===== config.mk =====
export PLATFORM = sky130hd
export DESIGN_NAME = wdt_timer
export DESIGN_NICKNAME = d
export VERILOG_FILES = /design/src/hw/wdt_pkg.sv /design/src/hw/wdt_timer.sv /design/src/hw/wdt_prescaler.sv
export SDC_FILE = /design/constraint.sdc
export NUM_CORES = 1
export LEC_CHECK = 0
export BUFFER_PORTS_ARGS = -buffer_cell sky130_fd_sc_hd__buf_2
export CAP_MARGIN = 0
export CORE_MARGIN = 8
export CORE_UTILIZATION = 50
export DETAILED_ROUTE_END_ITERATION = 8
export PLACE_DENSITY_LB_ADDON = 0.2
export SLEW_MARGIN = 20
export SYNTH_ARGS = -nofsm -noshare
export SYNTH_HDL_FRONTEND = slang
export SYNTH_HIERARCHICAL = 1
export SYNTH_SLANG_ARGS = --single-unit

===== constraint.sdc =====
create_clock -name clock -period 2.89 [get_ports clock]
set_clock_uncertainty 0.2 [all_clocks]
set_input_delay 0.4335 -clock clock [delete_from_list [all_inputs] [get_ports clock]]
set_output_delay 0.4335 -clock clock [all_outputs]
set_load 0.01 [all_outputs]

===== src/hw/wdt_pkg.sv =====
// Constants, register map and types of the watchdog timer block.
// Assumes a single 50 MHz clock; the low-frequency oscillator is derived from it.
package wdt_pkg;

  // Clock and low-frequency time base
  localparam int CLK_FREQ_KHZ    = 50000;
  localparam int LF_OSC_FREQ_KHZ = 31;
  localparam int LF_DIV_CYCLES   = CLK_FREQ_KHZ / LF_OSC_FREQ_KHZ;
  localparam int LF_DIV_W        = 11;
  localparam logic [LF_DIV_W-1:0] LF_DIV_LAST = LF_DIV_W'(LF_DIV_CYCLES - 1);

  // Prescaler shapes
  localparam int PRE_WIDTH  = 16;
  localparam int POST_WIDTH = 8;
  localparam int SEL_W      = 5;
  localparam logic [SEL_W-1:0] PRE_BASE_LOG2 = 5'h05;
  localparam logic [SEL_W-1:0] PRE_MAX_LOG2  = 5'h10;

  // Register byte offsets
  localparam logic [4:0] ADDR_CTRL       = 5'h00;
  localparam logic [4:0] ADDR_OPTION     = 5'h04;
  localparam logic [4:0] ADDR_IRQ_STATUS = 5'h08;
  localparam logic [4:0] ADDR_IRQ_MASK   = 5'h0c;
  localparam logic [4:0] ADDR_STATUS     = 5'h10;
  localparam logic [4:0] ADDR_COMMAND    = 5'h14;

  // Watchdog control register
  localparam logic [7:0] RST_CTRL       = 8'h08;
  localparam logic [7:0] CTRL_IMPL_MASK = 8'h1f;
  localparam int         CTRL_EN_BIT    = 0;
  localparam int         CTRL_PS_LSB    = 1;

  // Option register
  localparam logic [7:0] RST_OPTION  = 8'hff;
  localparam int         OPT_PSA_BIT = 3;

  // Interrupt status and mask
  localparam int             IRQ_W         = 2;
  localparam int             IRQ_RESET_BIT = 0;
  localparam int             IRQ_WAKE_BIT  = 1;
  localparam logic [IRQ_W-1:0] RST_IRQ_MASK = 2'h0;

  // Command and status bits
  localparam int CMD_CLEAR_BIT    = 0;
  localparam int STAT_RUN_BIT     = 0;
  localparam int STAT_LFSTAB_BIT  = 1;
  localparam int STAT_HOLD_BIT    = 2;
  localparam int STAT_CFGEN_BIT   = 3;

  // System clock modes
  localparam int         SYSCLK_W    = 3;
  localparam logic [2:0] MODE_LP     = 3'h0;
  localparam logic [2:0] MODE_XT     = 3'h1;
  localparam logic [2:0] MODE_HS     = 3'h2;

  typedef enum logic [1:0] {WDT_STOPPED, WDT_HELD, WDT_RUNNING} wdt_run_t;

endpackage


===== src/hw/wdt_timer.sv =====
// Watchdog timer with shared prescaler and Avalon-MM register slave.
// Assumes all control inputs are synchronous to clock; one clock domain.
`timescale 1ns/1ps

// Behaviour
// - Time base from 31 kHz low-frequency oscillator.
// - Dedicated 16-bit prescaler ahead of counter.
// - Shared 8-bit prescaler, assign and rate select.
// - Time-out spans 1 ms to 270 s.
// - All resets load control with ---0 1000.
// - Reset control value gives 17 ms base.
// - Held in reset while start-up timer runs.
// - Resume after start-up only when enabled.
// - Stable flag unaffected by watchdog running.
// - Config enable runs watchdog, software cannot stop.
// - Software enable ignored when config enable set.
// - Otherwise software enable bit starts and stops.
// - Cleared when disabled, clear command, oscillator fail.
// - Cleared on wake with non-crystal clock.
// - Crystal wake: cleared until start-up timer ends.
module wdt_timer
  import wdt_pkg::*;
(
  input  wire logic                clock,
  input  wire logic                srst,
  input  wire logic [4:0]          avs_address,
  input  wire logic                avs_read,
  input  wire logic                avs_write,
  input  wire logic [31:0]         avs_writedata,
  input  wire logic [3:0]          avs_byteenable,
  output logic      [31:0]         avs_readdata,
  output logic                     avs_waitrequest,
  output logic                     irq,
  input  wire logic                configWatchdogEnable,
  input  wire logic                clearWatchdogInstruction,
  input  wire logic                oscFailDetect,
  input  wire logic                sleepActive,
  input  wire logic                wakeFromSleep,
  input  wire logic [SYSCLK_W-1:0] sysClockMode,
  input  wire logic                oscStartupTimerRunning,
  input  wire logic                lfOscStableFlag,
  input  wire logic                generalTimerZeroTick,
  output logic                     generalTimerZeroPrescaledTick,
  output logic                     watchdogResetPulse,
  output logic                     watchdogWakePulse,
  output logic                     watchdogRunning
);

  typedef struct packed {
    logic [LF_DIV_W-1:0] lfDiv;
    logic                lfTick;
    logic [7:0]          ctrl;
    logic [7:0]          option;
    logic [IRQ_W-1:0]    irqStatus;
    logic [IRQ_W-1:0]    irqMask;
    wdt_run_t            run;
    logic                holdForOst;
    logic                prevOst;
    logic                prevPsa;
    logic                cmdClear;
    logic                waitReq;
    logic [31:0]         rdata;
    logic                irq;
    logic                resetPulse;
    logic                wakePulse;
    logic                t0Out;
    logic                runFlag;
  } wdt_state_t;

  wdt_state_t q;
  wdt_state_t d;

  // Address match shared by read and write decode
  function automatic logic addrHit(input logic [4:0] addr, input logic [4:0] offs);
    addrHit = (addr == offs);
  endfunction

  function automatic logic isCrystalMode(input logic [SYSCLK_W-1:0] mode);
    isCrystalMode = (mode == MODE_LP) || (mode == MODE_XT) || (mode == MODE_HS);
  endfunction

  logic                 preTick;
  logic                 postTick;
  logic                 preClear;
  logic                 postClear;
  logic                 postIn;
  logic [SEL_W-1:0]     preSel;
  logic [SEL_W-1:0]     postSel;
  logic [SEL_W-1:0]     selSum;
  logic                 prescaler_assign;
  logic [2:0]           rateSel;
  logic [3:0]           periodSel;
  logic                 enabled;
  logic                 crystalWake;
  logic                 plainWake;
  logic                 ostEnded;
  logic                 wdtClear;
  logic                 finalTick;
  logic                 timeout;
  logic                 reqTaken;
  logic                 wrDone;
  logic [IRQ_W-1:0]     irqSet;
  logic [IRQ_W-1:0]     irqW1c;

  // 16-bit dedicated prescaler on the low-frequency tick
  wdt_prescaler #(
    .WIDTH (PRE_WIDTH)
  ) u_pre (
    .clock   (clock),
    .srst    (srst),
    .clear   (preClear),
    .tickIn  (q.lfTick),
    .sel     (preSel),
    .tickOut (preTick)
  );

  // 8-bit prescaler shared with the general timer
  wdt_prescaler #(
    .WIDTH (POST_WIDTH)
  ) u_post (
    .clock   (clock),
    .srst    (srst),
    .clear   (postClear),
    .tickIn  (postIn),
    .sel     (postSel),
    .tickOut (postTick)
  );

  always_comb begin
    d = q;

    // Low-frequency oscillator tick, free running
    d.lfTick = 1'b0;
    if (q.lfDiv == LF_DIV_LAST) begin
      d.lfDiv  = '0;
      d.lfTick = 1'b1;
    end else begin
      d.lfDiv = q.lfDiv + 1'b1;
    end

    // Period select: 1:32 up to 1:65536, reset value 1:512
    prescaler_assign       = q.option[OPT_PSA_BIT];
    rateSel   = q.option[2:0];
    periodSel = q.ctrl[CTRL_PS_LSB +: 4];
    selSum    = PRE_BASE_LOG2 + {1'b0, periodSel};
    preSel    = (selSum > PRE_MAX_LOG2) ? PRE_MAX_LOG2 : selSum;

    // Watchdog side divides 1:1..1:128, timer side 1:2..1:256
    postSel = prescaler_assign ? {2'h0, rateSel} : SEL_W'({2'h0, rateSel} + 5'h01);
    postIn  = prescaler_assign ? preTick : generalTimerZeroTick;
    d.t0Out = prescaler_assign ? generalTimerZeroTick : postTick;
    d.prevPsa = prescaler_assign;

    // Enable: config bit overrides the software bit
    enabled = configWatchdogEnable | q.ctrl[CTRL_EN_BIT];

    // Sleep exit handling
    crystalWake = wakeFromSleep & isCrystalMode(sysClockMode);
    plainWake   = wakeFromSleep & ~isCrystalMode(sysClockMode);
    ostEnded    = q.prevOst & ~oscStartupTimerRunning;
    d.prevOst   = oscStartupTimerRunning;
    if (crystalWake) begin
      d.holdForOst = 1'b1;
    end else if (ostEnded) begin
      d.holdForOst = 1'b0;
    end

    // Any of these keeps the ripple counter cleared
    wdtClear = ~enabled
             | clearWatchdogInstruction
             | q.cmdClear
             | oscFailDetect
             | plainWake
             | crystalWake | q.holdForOst
             | oscStartupTimerRunning
             | q.resetPulse | q.wakePulse;

    preClear  = wdtClear;
    postClear = (prescaler_assign & wdtClear) | (prescaler_assign != q.prevPsa);

    // Run state; goes from HELD to RUNNING only once start-up ends and only if enabled
    if (!enabled) begin
      d.run = WDT_STOPPED;
    end else if (oscStartupTimerRunning || q.holdForOst || crystalWake) begin
      d.run = WDT_HELD;
    end else begin
      d.run = WDT_RUNNING;
    end
    // Registered copy so the running output leaves a flip-flop directly
    d.runFlag = (d.run == WDT_RUNNING);

    // Overflow of the selected chain
    finalTick = prescaler_assign ? postTick : preTick;
    timeout   = finalTick & (q.run == WDT_RUNNING) & ~wdtClear;
    d.resetPulse = timeout & ~sleepActive;
    d.wakePulse  = timeout & sleepActive;

    // Bus handshake: one wait cycle then one answer cycle
    reqTaken  = (avs_read | avs_write) & q.waitReq;
    wrDone    = avs_write & ~q.waitReq & avs_byteenable[0];
    d.waitReq = ~reqTaken;
    d.cmdClear = 1'b0;

    irqSet = '0;
    irqSet[IRQ_RESET_BIT] = d.resetPulse;
    irqSet[IRQ_WAKE_BIT]  = d.wakePulse;
    irqW1c = '0;

    if (wrDone) begin
      if (addrHit(avs_address, ADDR_CTRL)) begin
        d.ctrl = avs_writedata[7:0] & CTRL_IMPL_MASK;
      end
      if (addrHit(avs_address, ADDR_OPTION)) begin
        d.option = avs_writedata[7:0];
      end
      if (addrHit(avs_address, ADDR_IRQ_STATUS)) begin
        irqW1c = avs_writedata[IRQ_W-1:0];
      end
      if (addrHit(avs_address, ADDR_IRQ_MASK)) begin
        d.irqMask = avs_writedata[IRQ_W-1:0];
      end
      if (addrHit(avs_address, ADDR_COMMAND)) begin
        d.cmdClear = avs_writedata[CMD_CLEAR_BIT];
      end
    end

    // A watchdog reset is a reset source for the control register
    if (d.resetPulse) begin
      d.ctrl = RST_CTRL;
    end

    // New events win over a clear in the same cycle
    d.irqStatus = (q.irqStatus & ~irqW1c) | irqSet;
    d.irq       = |(d.irqStatus & d.irqMask);

    // Read data captured in the wait cycle, shown in the answer cycle
    d.rdata = '0;
    if (reqTaken && avs_read) begin
      if (addrHit(avs_address, ADDR_CTRL)) begin
        d.rdata[7:0] = q.ctrl;
      end
      if (addrHit(avs_address, ADDR_OPTION)) begin
        d.rdata[7:0] = q.option;
      end
      if (addrHit(avs_address, ADDR_IRQ_STATUS)) begin
        d.rdata[IRQ_W-1:0] = q.irqStatus;
      end
      if (addrHit(avs_address, ADDR_IRQ_MASK)) begin
        d.rdata[IRQ_W-1:0] = q.irqMask;
      end
      if (addrHit(avs_address, ADDR_STATUS)) begin
        d.rdata[STAT_RUN_BIT]    = (q.run == WDT_RUNNING);
        // Mirrors the input only; the watchdog never drives it
        d.rdata[STAT_LFSTAB_BIT] = lfOscStableFlag;
        d.rdata[STAT_HOLD_BIT]   = (q.run == WDT_HELD);
        d.rdata[STAT_CFGEN_BIT]  = configWatchdogEnable;
      end
    end
  end

  always_ff @(posedge clock) begin
    if (srst) begin
      q            <= '0;
      q.ctrl       <= RST_CTRL;
      q.option     <= RST_OPTION;
      q.irqMask    <= RST_IRQ_MASK;
      q.run        <= WDT_STOPPED;
      q.waitReq    <= 1'b1;
    end else begin
      q <= d;
    end
  end

  assign avs_readdata                  = q.rdata;
  assign avs_waitrequest               = q.waitReq;
  assign irq                           = q.irq;
  assign generalTimerZeroPrescaledTick = q.t0Out;
  assign watchdogResetPulse            = q.resetPulse;
  assign watchdogWakePulse             = q.wakePulse;
  assign watchdogRunning               = q.runFlag;

endmodule


===== src/hw/wdt_prescaler.sv =====
// Power-of-two prescaler: divides an input tick by 2**sel.
// Assumes tickIn is a one-cycle pulse synchronous to clock.
`timescale 1ns/1ps
module wdt_prescaler
  import wdt_pkg::*;
#(
  parameter int WIDTH = 16
) (
  input  wire logic             clock,
  input  wire logic             srst,
  input  wire logic             clear,
  input  wire logic             tickIn,
  input  wire logic [SEL_W-1:0] sel,
  output logic                  tickOut
);

  typedef struct packed {
    logic [WIDTH-1:0] count;
    logic             tickOut;
  } wdt_presc_state_t;

  wdt_presc_state_t q;
  wdt_presc_state_t d;
  logic [WIDTH-1:0] mask;

  always_comb begin
    d = q;
    d.tickOut = 1'b0;
    for (int i = 0; i < WIDTH; i++) begin
      mask[i] = (i < int'(sel));
    end
    if (clear) begin
      d.count = '0;
    end else if (tickIn) begin
      d.count = q.count + 1'b1;
      // Wraps on the selected low bits
      d.tickOut = &(q.count | ~mask);
    end
  end

  always_ff @(posedge clock) begin
    if (srst) begin
      q <= '0;
    end else begin
      q <= d;
    end
  end

  assign tickOut = q.tickOut;

endmodule


Yosys cells after proc, flatten, opt, wreduce, memory -nomap -nowiden
Cells that the tools add are included.
{"block": "totals", "reg_bits": 99, "in_bits": 56, "out_inout_bits": 38, "wordCells": 148}
{"block": "op_classes", "n_addsub": 5, "n_lt_le_gt_ge": 25, "n_eq_ne": 12, "muxes": 19, "n_bitwise": 43, "n_reduce_logical": 21}
{"op": "$lt A4 B5 Y1 const A", "n": 8}
{"op": "$lt A3 B5 Y1 const A", "n": 4}
{"op": "$add A16 B1 Y16 const B", "n": 1}
{"op": "$lt A3 B4 Y1 const A", "n": 4}
{"op": "$mux W2", "n": 8}
{"op": "$not A16 Y16", "n": 1}
{"op": "$or A16 B16 Y16", "n": 1}
{"op": "$reduce_and A16 Y1", "n": 1}
{"op": "$not A1 Y1", "n": 12}
{"op": "$or A1 B1 Y1", "n": 12}
{"op": "$reduce_or A2 Y1", "n": 6}
{"op": "$add A11 B1 Y11 const B", "n": 1}
{"op": "$and A1 B1 Y1", "n": 11}
{"op": "$eq A11 B11 Y1 const B", "n": 1}
{"op": "$eq A5 B4 Y1 const B", "n": 2}
{"op": "$eq A5 B5 Y1 const B", "n": 2}
{"op": "$lt A1 B5 Y1 const A", "n": 2}
{"op": "$lt A2 B5 Y1 const A", "n": 2}
{"op": "$mux W5", "n": 2}
{"op": "$reduce_or A3 Y1", "n": 3}
{"op": "$add A8 B1 Y8 const B", "n": 1}
{"op": "$lt A1 B4 Y1 const A", "n": 2}
{"op": "$lt A2 B4 Y1 const A", "n": 2}
{"op": "$mux W4", "n": 2}
{"op": "23 further kinds", "n": 34}

Logic depth before layout (Yosys ltp)
Gate-level depths: netlist (run 1).
{"block": "depth", "word_depth": 17, "ltp_mapped": 9, "depth_no_buf": 8}

Hierarchy
Netlist (run 1), hierarchy kept.
{"module": "wdt_timer", "instances": 1, "cells_each": 255, "area_each_um2": 2328.5, "seq_area_each_um2": 960.9}
{"module": "wdt_prescaler (u_pre)", "instances": 1, "cells_each": 112, "area_each_um2": 928.4, "seq_area_each_um2": 340.3}
{"module": "wdt_prescaler (u_post)", "instances": 1, "cells_each": 52, "area_each_um2": 442.9, "seq_area_each_um2": 180.2}

Worst setup path before layout (run 1)
Ideal clock, no wire load.
{"block": "synth_timing", "path_type": "register -> register", "start": "reg q, in the netlist periodSel[0]", "end": "reg u_pre.q, in the netlist u_pre/tickOut", "setup_ps": 88, "arrival_ps": 1948, "t_required_ps": 2602, "setup_slack_ps": 654, "path_stages_with_launch": 10, "n_path_buf": 1, "period_less_slack_ps": 2236, "path_cell_list": "dfxtp_1 -> ha_1 -> a21boi_0 -> o21ai_0 -> and2_1 -> clkbuf_1 -> o21ai_0 -> a21oi_1 -> a2111o_1 -> nor4_2"}
{"block": "synth_between", "elab_chain_cells": 7, "word_cells_on_any_way": 22, "classes_between": "1 x add/sub; 17 x order compare; 1 x mux; 2 x bitwise; 1 x reduce/logical"}
{"element": "from (decl)", "line": "wdt_timer.sv:70", "rtl": "wdt_state_t q;"}
{"element": "$add A3 B4 Y5 *", "line": "wdt_timer.sv:145", "rtl": "selSum = PRE_BASE_LOG2 + {1'b0, periodSel};"}
{"element": "$gt A5 B5 Y1", "line": "wdt_timer.sv:146", "rtl": "preSel = (selSum > PRE_MAX_LOG2) ? PRE_MAX_LOG2 : selSum;"}
{"element": "$mux W5 *", "line": "wdt_timer.sv:146"}
{"element": "via preSel[1]", "line": "wdt_timer.sv:87", "rtl": "logic [SEL_W-1:0] preSel;"}
{"element": "$lt A1 B5 Y1 (tied with other cells)", "line": "wdt_prescaler.sv:30", "rtl": "mask[i] = (i < int'(sel));"}
{"element": "$not A16 Y16 *", "line": "wdt_prescaler.sv:37", "rtl": "d.tickOut = &(q.count | ~mask);"}
{"element": "$or A16 B16 Y16 *", "line": "wdt_prescaler.sv:37"}
{"element": "$reduce_and A16 Y1 *", "line": "wdt_prescaler.sv:37"}
{"element": "to (signal assigned)", "line": "wdt_prescaler.sv:43", "rtl": "q <= '0;"}
{"element": "to (signal assigned)", "line": "wdt_prescaler.sv:45", "rtl": "q <= d;"}
{"element": "to (decl)", "line": "wdt_prescaler.sv:22", "rtl": "wdt_presc_state_t q;"}
The timed path passes the listed nets; every way through them passes the cells marked *.
A chain may end at the register's enable or synchronous reset.

Worst setup path in the final report (run 1)
Ends and elaborated chain as after synthesis.

==> flow_summary.ini, run 1 <==
[run_status]
status = completed

[placement]
globalplace.congestion = 0.800
dp_slack_ns = 0.406
numPortBuffers = 42
hpwl_um = 5560

[global_routing]
grt_overflow = 0
grt.total_usage_pct = 15.0
grt_max_degree = 20
grt_pass1_wl_um = 12600
grt_pass1_vias = 2821
antenna_found_initial = 0

[route]
drc = 0
drt_iter0_drc = 121
vias = 2894
wl_um = 7510
detail-route-antenna-nets = 0
first_pass_iters = 4
wire_per_inst_um = 13.5
viasPerCell = 5.21

[finish]
fillers = 713
antennaDiodeCount = 0
layout-drive-gt1-share_pct = 15.8
final_nets = 513
final_common_cell = dfxtp_1
syn_to_final_growth_pct = 8.08
final_cell_mix = 74 x dfxtp_1, 62 x nor2_1, 42 x buf_2

[timing]
setup_viol = 0
drv_slew = 0
fin_ws_ns = 0.501
min_period_ns = 2.39
worst-slew-pin-transition_ns = 0.583
hold_viol_final = 0
tns_ns = 0
rsz0062_at_grt = no
fin_crit_sh_pct = 82.7
fmax_mhz = 419
relSlewSlack_pct = 61.1

[synthesis]
synth_seq_cells = 74
synth.top_cell.area_share_pct = 40.0
synth-edff-count = 0
ys_warn_count = 6
yosysTopAreaCell = dfxtp_1
yosys-top-cells-area = dfxtp_1 40%, buf_4 6.7%, nor2_1 6.3%, mux2i_1 4.6%, xor2_1 3.6%
synth_cell_types = 60
dominantRegCellSynth = dfxtp_1
yosysSeqAreaShare_pct = 40.0
netlist_area_sq_um = 3700
avgSynthCellArea_sq_um = 8.83
async_flop_share_pct = 0
synth_cells = 419

[setup_path]
reg2regPathDepth = 8
start_kind = register
cp_max_fo = 10
required_ns = 2.94
arrival_ns = 2.44
end_kind = register
critPathKind = register to register

[clock_network]
cts.clk_slew.worst_paths_ns = 0.08
cts_tree = done
cts_hold_buf = 0
cts_made_buffers = 9
htreeDepth = 3
ctsLongestPathBuffers = 2
insertion_delay_ns = 0.34
postCtsSetupRepairBufs = 0
cts.sinks = 74
ctsResizeCount = 0
cts-root-buf = clkbuf_8

[floorplan]
die_h_um = 102
pin_count = 94
rows = 31
core_area_sq_um = 7210
dieWidth_um = 102
die_area_sq_um = 10400
initial_core_util_pct = 51.3

[min_path]
hold_path_class = input pin to register
hold_depth = 2

[power_and_ir_drop]
p_per_area_nw_per_um2 = 460
leakage_nw = 1.57
vdd_ir_drop_max_uv = 347

[flow_run]
maxCapViolations = 0
cell families after synthesis:
logic type	synth area share, %
AO/OA/AOI/OAI	11.2
XOR/XNOR	6.63
adder cells (fa/ha/maj)	1.69
buffers and inverters	9.67
flip-flops	40.0
multiplexers	5.51
other	0.101
AND/OR/NAND/NOR	25.1
cells in the mapped netlist, drive strengths merged (8+ instances only):
master and instances:
dfxtp 74, nand4 9, nor2b 11, clkbuf 10, xnor2 13, nand2 17
xor2 15, inv 11, mux2i 17, and3 9, o21ai 11, nand3 12
nor4 9, nor2 63, nor3 9, buf 37, a211o 10, a21oi 15
nand2b 8
worst max-delay path: stages (launching register included):
cell and delay [ns]:
dfxtp_1 0.42, ha_1 0.25, a21boi_0 0.17, o21ai_0 0.09, and2_1 0.28, o21ai_0 0.20
a21oi_1 0.09, a2111o_1 0.39, nor4_2 0.22
final cells by class:
cell class / instances / area, sq um / area share [%]
Sequential cell: 74 / 1480 / 37.0
Clock buffer: 12 / 145 / 3.63
Tap cell: 99 / 124 / 3.10
Clock inverter: 4 / 27.5 / 0.688
Inverter: 11 / 41.3 / 1.03
Multi-Input combinational cell: 312 / 1950 / 48.9
Timing Repair Buffer: 44 / 225 / 5.63
final timing paths:
check                                  from                    endpoint  slack, ns
hold / removal                     avs_read  avs_waitrequest$_SDFF_PP1_       0.08
setup reg to reg  periodSel[0]$_SDFFE_PP0P_    u_pre/tickOut$_SDFF_PP0_       0.50
setup / recovery  periodSel[0]$_SDFFE_PP0P_    u_pre/tickOut$_SDFF_PP0_       0.50
hold reg to reg            q[65]$_SDFF_PP0_            q[65]$_SDFF_PP0_       0.24
state kept, by name, indices dropped and copies added, names as in the netlist:
register	cells
avs_readdata	8
avs_waitrequest	1
d	1
generalTimerZeroPrescaledTick	1
irq	1
periodSel	4
q	30
u_post/q	8
u_post/tickOut	1
u_pre/q	16
u_pre/tickOut	1
watchdogResetPulse	1
watchdogWakePulse	1
per-stage QoR:
step | util, % | instance area (sq um) | hold WS [ns] | std cells | total power, W
after global routing | 55.4 | 4000 | 0.0688 | 556 | 0.00193
after floorplan | - | 3790 | 0.213 | 444 | 0.00114
final | 55.4 | 4000 | 0.0750 | 556 | 0.00184
after global placement | 53.0 | 3830 | 0.227 | 540 | 0.00116
after CTS | 55.4 | 4000 | 0.0647 | 556 | 0.00186
after detailed placement | 53.0 | 3830 | 0.233 | 540 | 0.00116
metal layers:
metal / global-route usage [%] / routed length [um]
met2: 24.8 / 3460
met4: 5.08 / 70
met5: 0 / 0
met1: 17.8 / 3400
met3: 4.70 / 574
power breakdown:
group | leakage, nW | total [W] | switching, W | internal [W]
Combinational | 0.891 | 0.0000993 | 0.0000632 | 0.0000361
Clock | 0.0786 | 0.000704 | 0.000370 | 0.000334
Sequential | 0.599 | 0.00104 | 0.00000776 | 0.00103
Total | 1.57 | 0.00184 | 0.000441 | 0.00140
Power figures use the tool's default switching activity.
==> inputs of run 2 (changes only) <==
- clock period: 2.89 -> 2.2 ns (I/O delays scaled with it)
==> run 2 against run 1 <==
  * Via count increased by 2.2%
  * Critical path depth decreased by 1
  * Sequential share of layout area decreased by 2.0 points
  * Hold slack got worse by 0.055 ns
  * Cell count increased by 3.8%
  * Global-route usage increased by 0.38 points
  * Combinational power increased by 55%
  * Critical endpoint is now u_pre/q[16]$_SDFFE_PP0P_
==> flow_summary.ini, run 2 (synthesized netlist as in run 1, its figures left out) <==
[run_status]
status = completed

[finish]
final_nets = 534
largestRegisters = q (30), u_pre/q (16)
regMostFlops = q
final_common_cell = dfxtp_1
final_cell_mix = 70 x dfxtp_1, 61 x nor2_1, 42 x buf_2
syn_to_final_growth_pct = 14.6
fillers = 672
antennaDiodeCount = 0
final_area_sq_um = 4240
layout-drive-gt1-share_pct = 20.5
largest_reg_flops = 30

[floorplan]
rows = 31
initial_core_util_pct = 51.3
dieWidth_um = 102
core_area_sq_um = 7210
die_h_um = 102
die_area_sq_um = 10400
pin_count = 94

[timing]
fin_crit_sh_pct = 95.8
hold_viol_final = 0
fin_ws_ns = 0.0922
drv_slew = 0
setup_viol = 0
tns_ns = 0
fmax_mhz = 474
rsz0062_at_grt = yes
min_period_ns = 2.11

[setup_path]
crit_start = q[38]$_SDFF_PP0_
arrival_ns = 2.20
r2r_slack_ns = 0.09
end_kind = register
cp_max_fo = 15
rr_endpoint = u_pre/q[16]$_SDFFE_PP0P_
critPathKind = register to register
reg2regPathDepth = 7
required_ns = 2.29
rr_startpoint = q[38]$_SDFF_PP0_
start_kind = register

[route]
vias = 2959
drt_iter0_drc = 83
first_pass_iters = 4
detail-route-antenna-nets = 0
wl_um = 7720
wire_per_inst_um = 13.4
viasPerCell = 5.13
drc = 0

[placement]
hpwl_um = 5630
dp_slack_ns = -0.0480
detailed_place.area_sq_um = 3940
numPortBuffers = 42
globalplace.congestion = 0.776

[global_routing]
grt.total_usage_pct = 15.4
grt_pass1_wl_um = 12800
grt_pass1_vias = 2870
antenna_found_initial = 0
grt_overflow = 0
grt_max_degree = 19

[power_and_ir_drop]
p_per_area_nw_per_um2 = 584
vdd_ir_drop_max_uv = 450
finalPower_w = 0.00247
leakage_nw = 1.69

[clock_network]
cts.clk_slew.worst_paths_ns = 0.08
cts_made_buffers = 9
cts-root-buf = clkbuf_8
cts_tree = done
cts.sinks = 74
ctsLongestPathBuffers = 2
insertion_delay_ns = 0.35
htreeDepth = 3

[min_path]
worst_hold_startpoint = lfOscStableFlag
hold_depth = 3
hold_path_class = input pin to register
hold_end = avs_readdata[1]$_SDFF_PP0_

[flow_run]
maxCapViolations = 0
run 2: changes by cell type in the layout (fill, tap and decap cells not counted), sizes merged:
cell,before,now
buf,44,59
clkinv,1,3
clkinvlp,3,1
dlygate4sd3,0,6
run 2: worst max path at each step:
stage                                     to  slack [ns]  depth (start not counted)
global placement    u_pre/tickOut$_SDFF_PP0_       -0.06                          8
global route        u_pre/tickOut$_SDFF_PP0_       -0.03                          7
floorplan           u_pre/tickOut$_SDFF_PP0_        0.02                          9
finish              u_pre/q[16]$_SDFFE_PP0P_        0.09                          7
CTS                 u_pre/tickOut$_SDFF_PP0_       0.002                          9
detailed placement  u_pre/tickOut$_SDFF_PP0_       -0.05                          8
run 2: repair_timing:
item,in CTS,in global routing
endpoints found under the setup margin,1,3
pin swaps,1,5
hold buffers,6,0
buffers inserted,0,1
endpoints found under the hold margin,5,0
gates resized for setup,2,13
run 2: area by class of cell:
cell class | instances | area [sq um] | share of cell area (%)
multi-input combinational | 312 | 2010 | 47.4
clock buffer | 12 | 155 | 3.66
timing repair buffer | 65 | 398 | 9.39
tap | 99 | 124 | 2.92
clock inverter | 4 | 26.3 | 0.620
sequential | 74 | 1490 | 35.1
inverter | 11 | 41.3 | 0.974
run 2: per-stage QoR:
stage	utilization [%]	hold WS [ns]	std cells
6_report	58.8	0.0196	577
3_3_place_gp	54.5	0.228	554
4_1_cts	57.9	0.00550	576
3_5_place_dp	54.5	0.253	554
2_1_floorplan	-	0.209	444
5_1_grt	58.8	0.0137	577
run 2: per-layer routing:
metal | global-route usage [%] | part of all wire (%) | up-vias
met5 | 0 | 0 | -
met4 | 7.22 | 1.7 | 0
met3 | 3.47 | 5.6 | 11
met2 | 25.5 | 46 | 64
met1 | 18.3 | 47 | 1375
li1 | - | - | 1509
run 2: report_power, final:
group	internal [W]	switching, W
Combinational	0.0000654	0.0000883
Sequential	0.00135	0.0000110
Clock	0.000469	0.000488
Total	0.00189	0.000588
run 2: worst max-delay path, cell delays in order, from the launching register on:
cell and delay (ns):
dfxtp_2 0.34, nor4_4 0.27, buf_4 0.16, nand3b_1 0.16, buf_4 0.19, or2_2 0.43
nor2_1 0.13, a41o_1 0.17
==> inputs of run 3 (changes only) <==
- BUFFER_PORTS_ARGS: -buffer_cell sky130_fd_sc_hd__buf_2 -> -buffer_cell sky130_fd_sc_hd__clkbuf_2
- CORE_UTILIZATION: 50 -> 53
==> run 3 against run 2 <==
  * Hold slack improved by 0.0071 ns
  * Die area shrank 4.8%
  * Worst setup slack gained 0.057 ns
  * Sequential share of layout area down 0.52 points
  * Critical path type unchanged
  * Critical endpoint is now u_pre/tickOut$_SDFF_PP0_
==> flow_summary.ini, run 3 (synthesized netlist as in run 1, its figures left out) <==
[route]
wire_per_inst_um = 13.1
drt_iter0_drc = 104
wl_um = 7540
first_pass_iters = 4
viasPerCell = 5.14
detail-route-antenna-nets = 0
drc = 0
vias = 2961

[global_routing]
antenna_found_initial = 0
grt_pass1_wl_um = 13000
grt_overflow = 0
grt_max_degree = 19
grt.total_usage_pct = 15.9
grt_pass1_vias = 2894

[min_path]
hold_path_class = input pin to register

[finish]
regArea_sq_um = 1480
largestRegisters = q (30), u_pre/q (16)
fin_cells = 576
final_nets = 536
regMostFlops = q
antennaDiodeCount = 0
final_cell_mix = 73 x dfxtp_1, 62 x nor2_1, 42 x clkbuf_2
largest_reg_flops = 30
multi_input_area_sq_um = 1960
layout-drive-gt1-share_pct = 19.0
fillers = 601
syn_to_final_growth_pct = 16.0
final_common_cell = dfxtp_1

[power_and_ir_drop]
p_per_area_nw_per_um2 = 676
leakage_nw = 1.73
finalPower_w = 0.00290
vdd_ir_drop_max_uv = 539

[clock_network]
ctsLongestPathBuffers = 2
htreeDepth = 3
postCtsSetupRepairBufs = 0
insertion_delay_ns = 0.35
cts.sinks = 74
cts_made_buffers = 9
cts.clk_slew.worst_paths_ns = 0.08
cts-root-buf = clkbuf_8
cts_tree = done

[floorplan]
rows = 30
dieWidth_um = 99.6
pin_count = 94
initial_core_util_pct = 54.5
die_area_sq_um = 9910
die_h_um = 99.6
core_area_sq_um = 6790

[flow_run]
maxCapViolations = 0

[setup_path]
cp_max_fo = 7
arrival_ns = 2.11
start_kind = register
critPathKind = register to register
required_ns = 2.26
end_kind = register

[timing]
setup_viol = 0
tns_ns = 0
fmax_mhz = 488
hold_viol_final = 0
drv_slew = 0
fin_crit_sh_pct = 93.2
min_period_ns = 2.05
rsz0062_at_grt = no

[placement]
numPortBuffers = 42
globalplace.congestion = 0.797
hpwl_um = 5480
dp_cells = 551

[run_status]
status = completed
run 3: changes by cell type in the layout (fill, tap and decap cells not counted), moves of 3 or more:
| cell | change |
|---|---|
| buf_2 | -42 |
| bufinv_16 | +4 |
| dfxtp_2 | -3 |
| clkbuf_2 | +42 |
| dlygate4sd3_1 | +3 |
| dfxtp_1 | +3 |
run 3: timing repair:
item	4_1_cts	5_1_grt
endpoints found under the setup margin	1	1
endpoints found under the hold margin	8	0
pin swaps	0	1
gates resized for setup	2	1
hold buffers	9	0
run 3: layout make-up:
| cell class | instances | area share (%) |
|---|---|---|
| repair buffers | 67 | 9.80 |
| clock buffers | 11 | 3.29 |
| inverters | 11 | 0.962 |
| well taps | 96 | 2.80 |
| flip-flops and latches | 74 | 34.5 |
| multi-input cells | 312 | 45.7 |
| clock inverters | 5 | 2.92 |
run 3: per-stage QoR:
stage	worst slack, ns	hold slack (ns)	area (sq um)	util, %
2_1_floorplan	0.0244	0.209	3800	-
3_3_place_gp	-0.0315	0.227	3930	57.9
3_5_place_dp	-0.0262	0.238	3930	57.9
4_1_cts	0.0453	0.0109	4290	63.1
5_1_grt	0.0268	0.0149	4290	63.2
6_report	0.149	0.0267	4290	63.2
run 3: power breakdown:
part	internal [W]	switching, W	total, W
Combinational	0.0000658	0.0000864	0.000152
Sequential	0.00135	0.0000106	0.00136
Clock	0.000898	0.000491	0.00139
run 3: metal layers:
metal	vias up	global-route usage [%]	part of all wire (%)
li1	1522	-	-
met1	1366	18.5	47
met2	66	26.9	47
met3	7	5.52	5.4
met4	0	4.89	0.98
met5	-	0	0
run 3: worst paths after layout:
check             cells past startpoint                        to  slack (ns)                       from
hold / removal                        2        q[50]$_SDFFE_PP1P_        0.03           avs_writedata[2]
hold reg to reg                       1          q[65]$_SDFF_PP0_        0.25           q[65]$_SDFF_PP0_
setup / recovery                      8  u_pre/tickOut$_SDFF_PP0_        0.15  periodSel[1]$_SDFFE_PP0P_
setup reg to reg                      8  u_pre/tickOut$_SDFF_PP0_        0.15  periodSel[1]$_SDFFE_PP0P_
run 3: worst max-delay path, cell delays in order, from the launching register on:
cell	delay, ns
dfxtp_1	0.34
ha_2	0.18
a21boi_0	0.15
o21ai_0	0.10
and2_4	0.20
o21ai_0	0.16
a21oi_1	0.09
a2111o_1	0.39
nor4_2	0.16
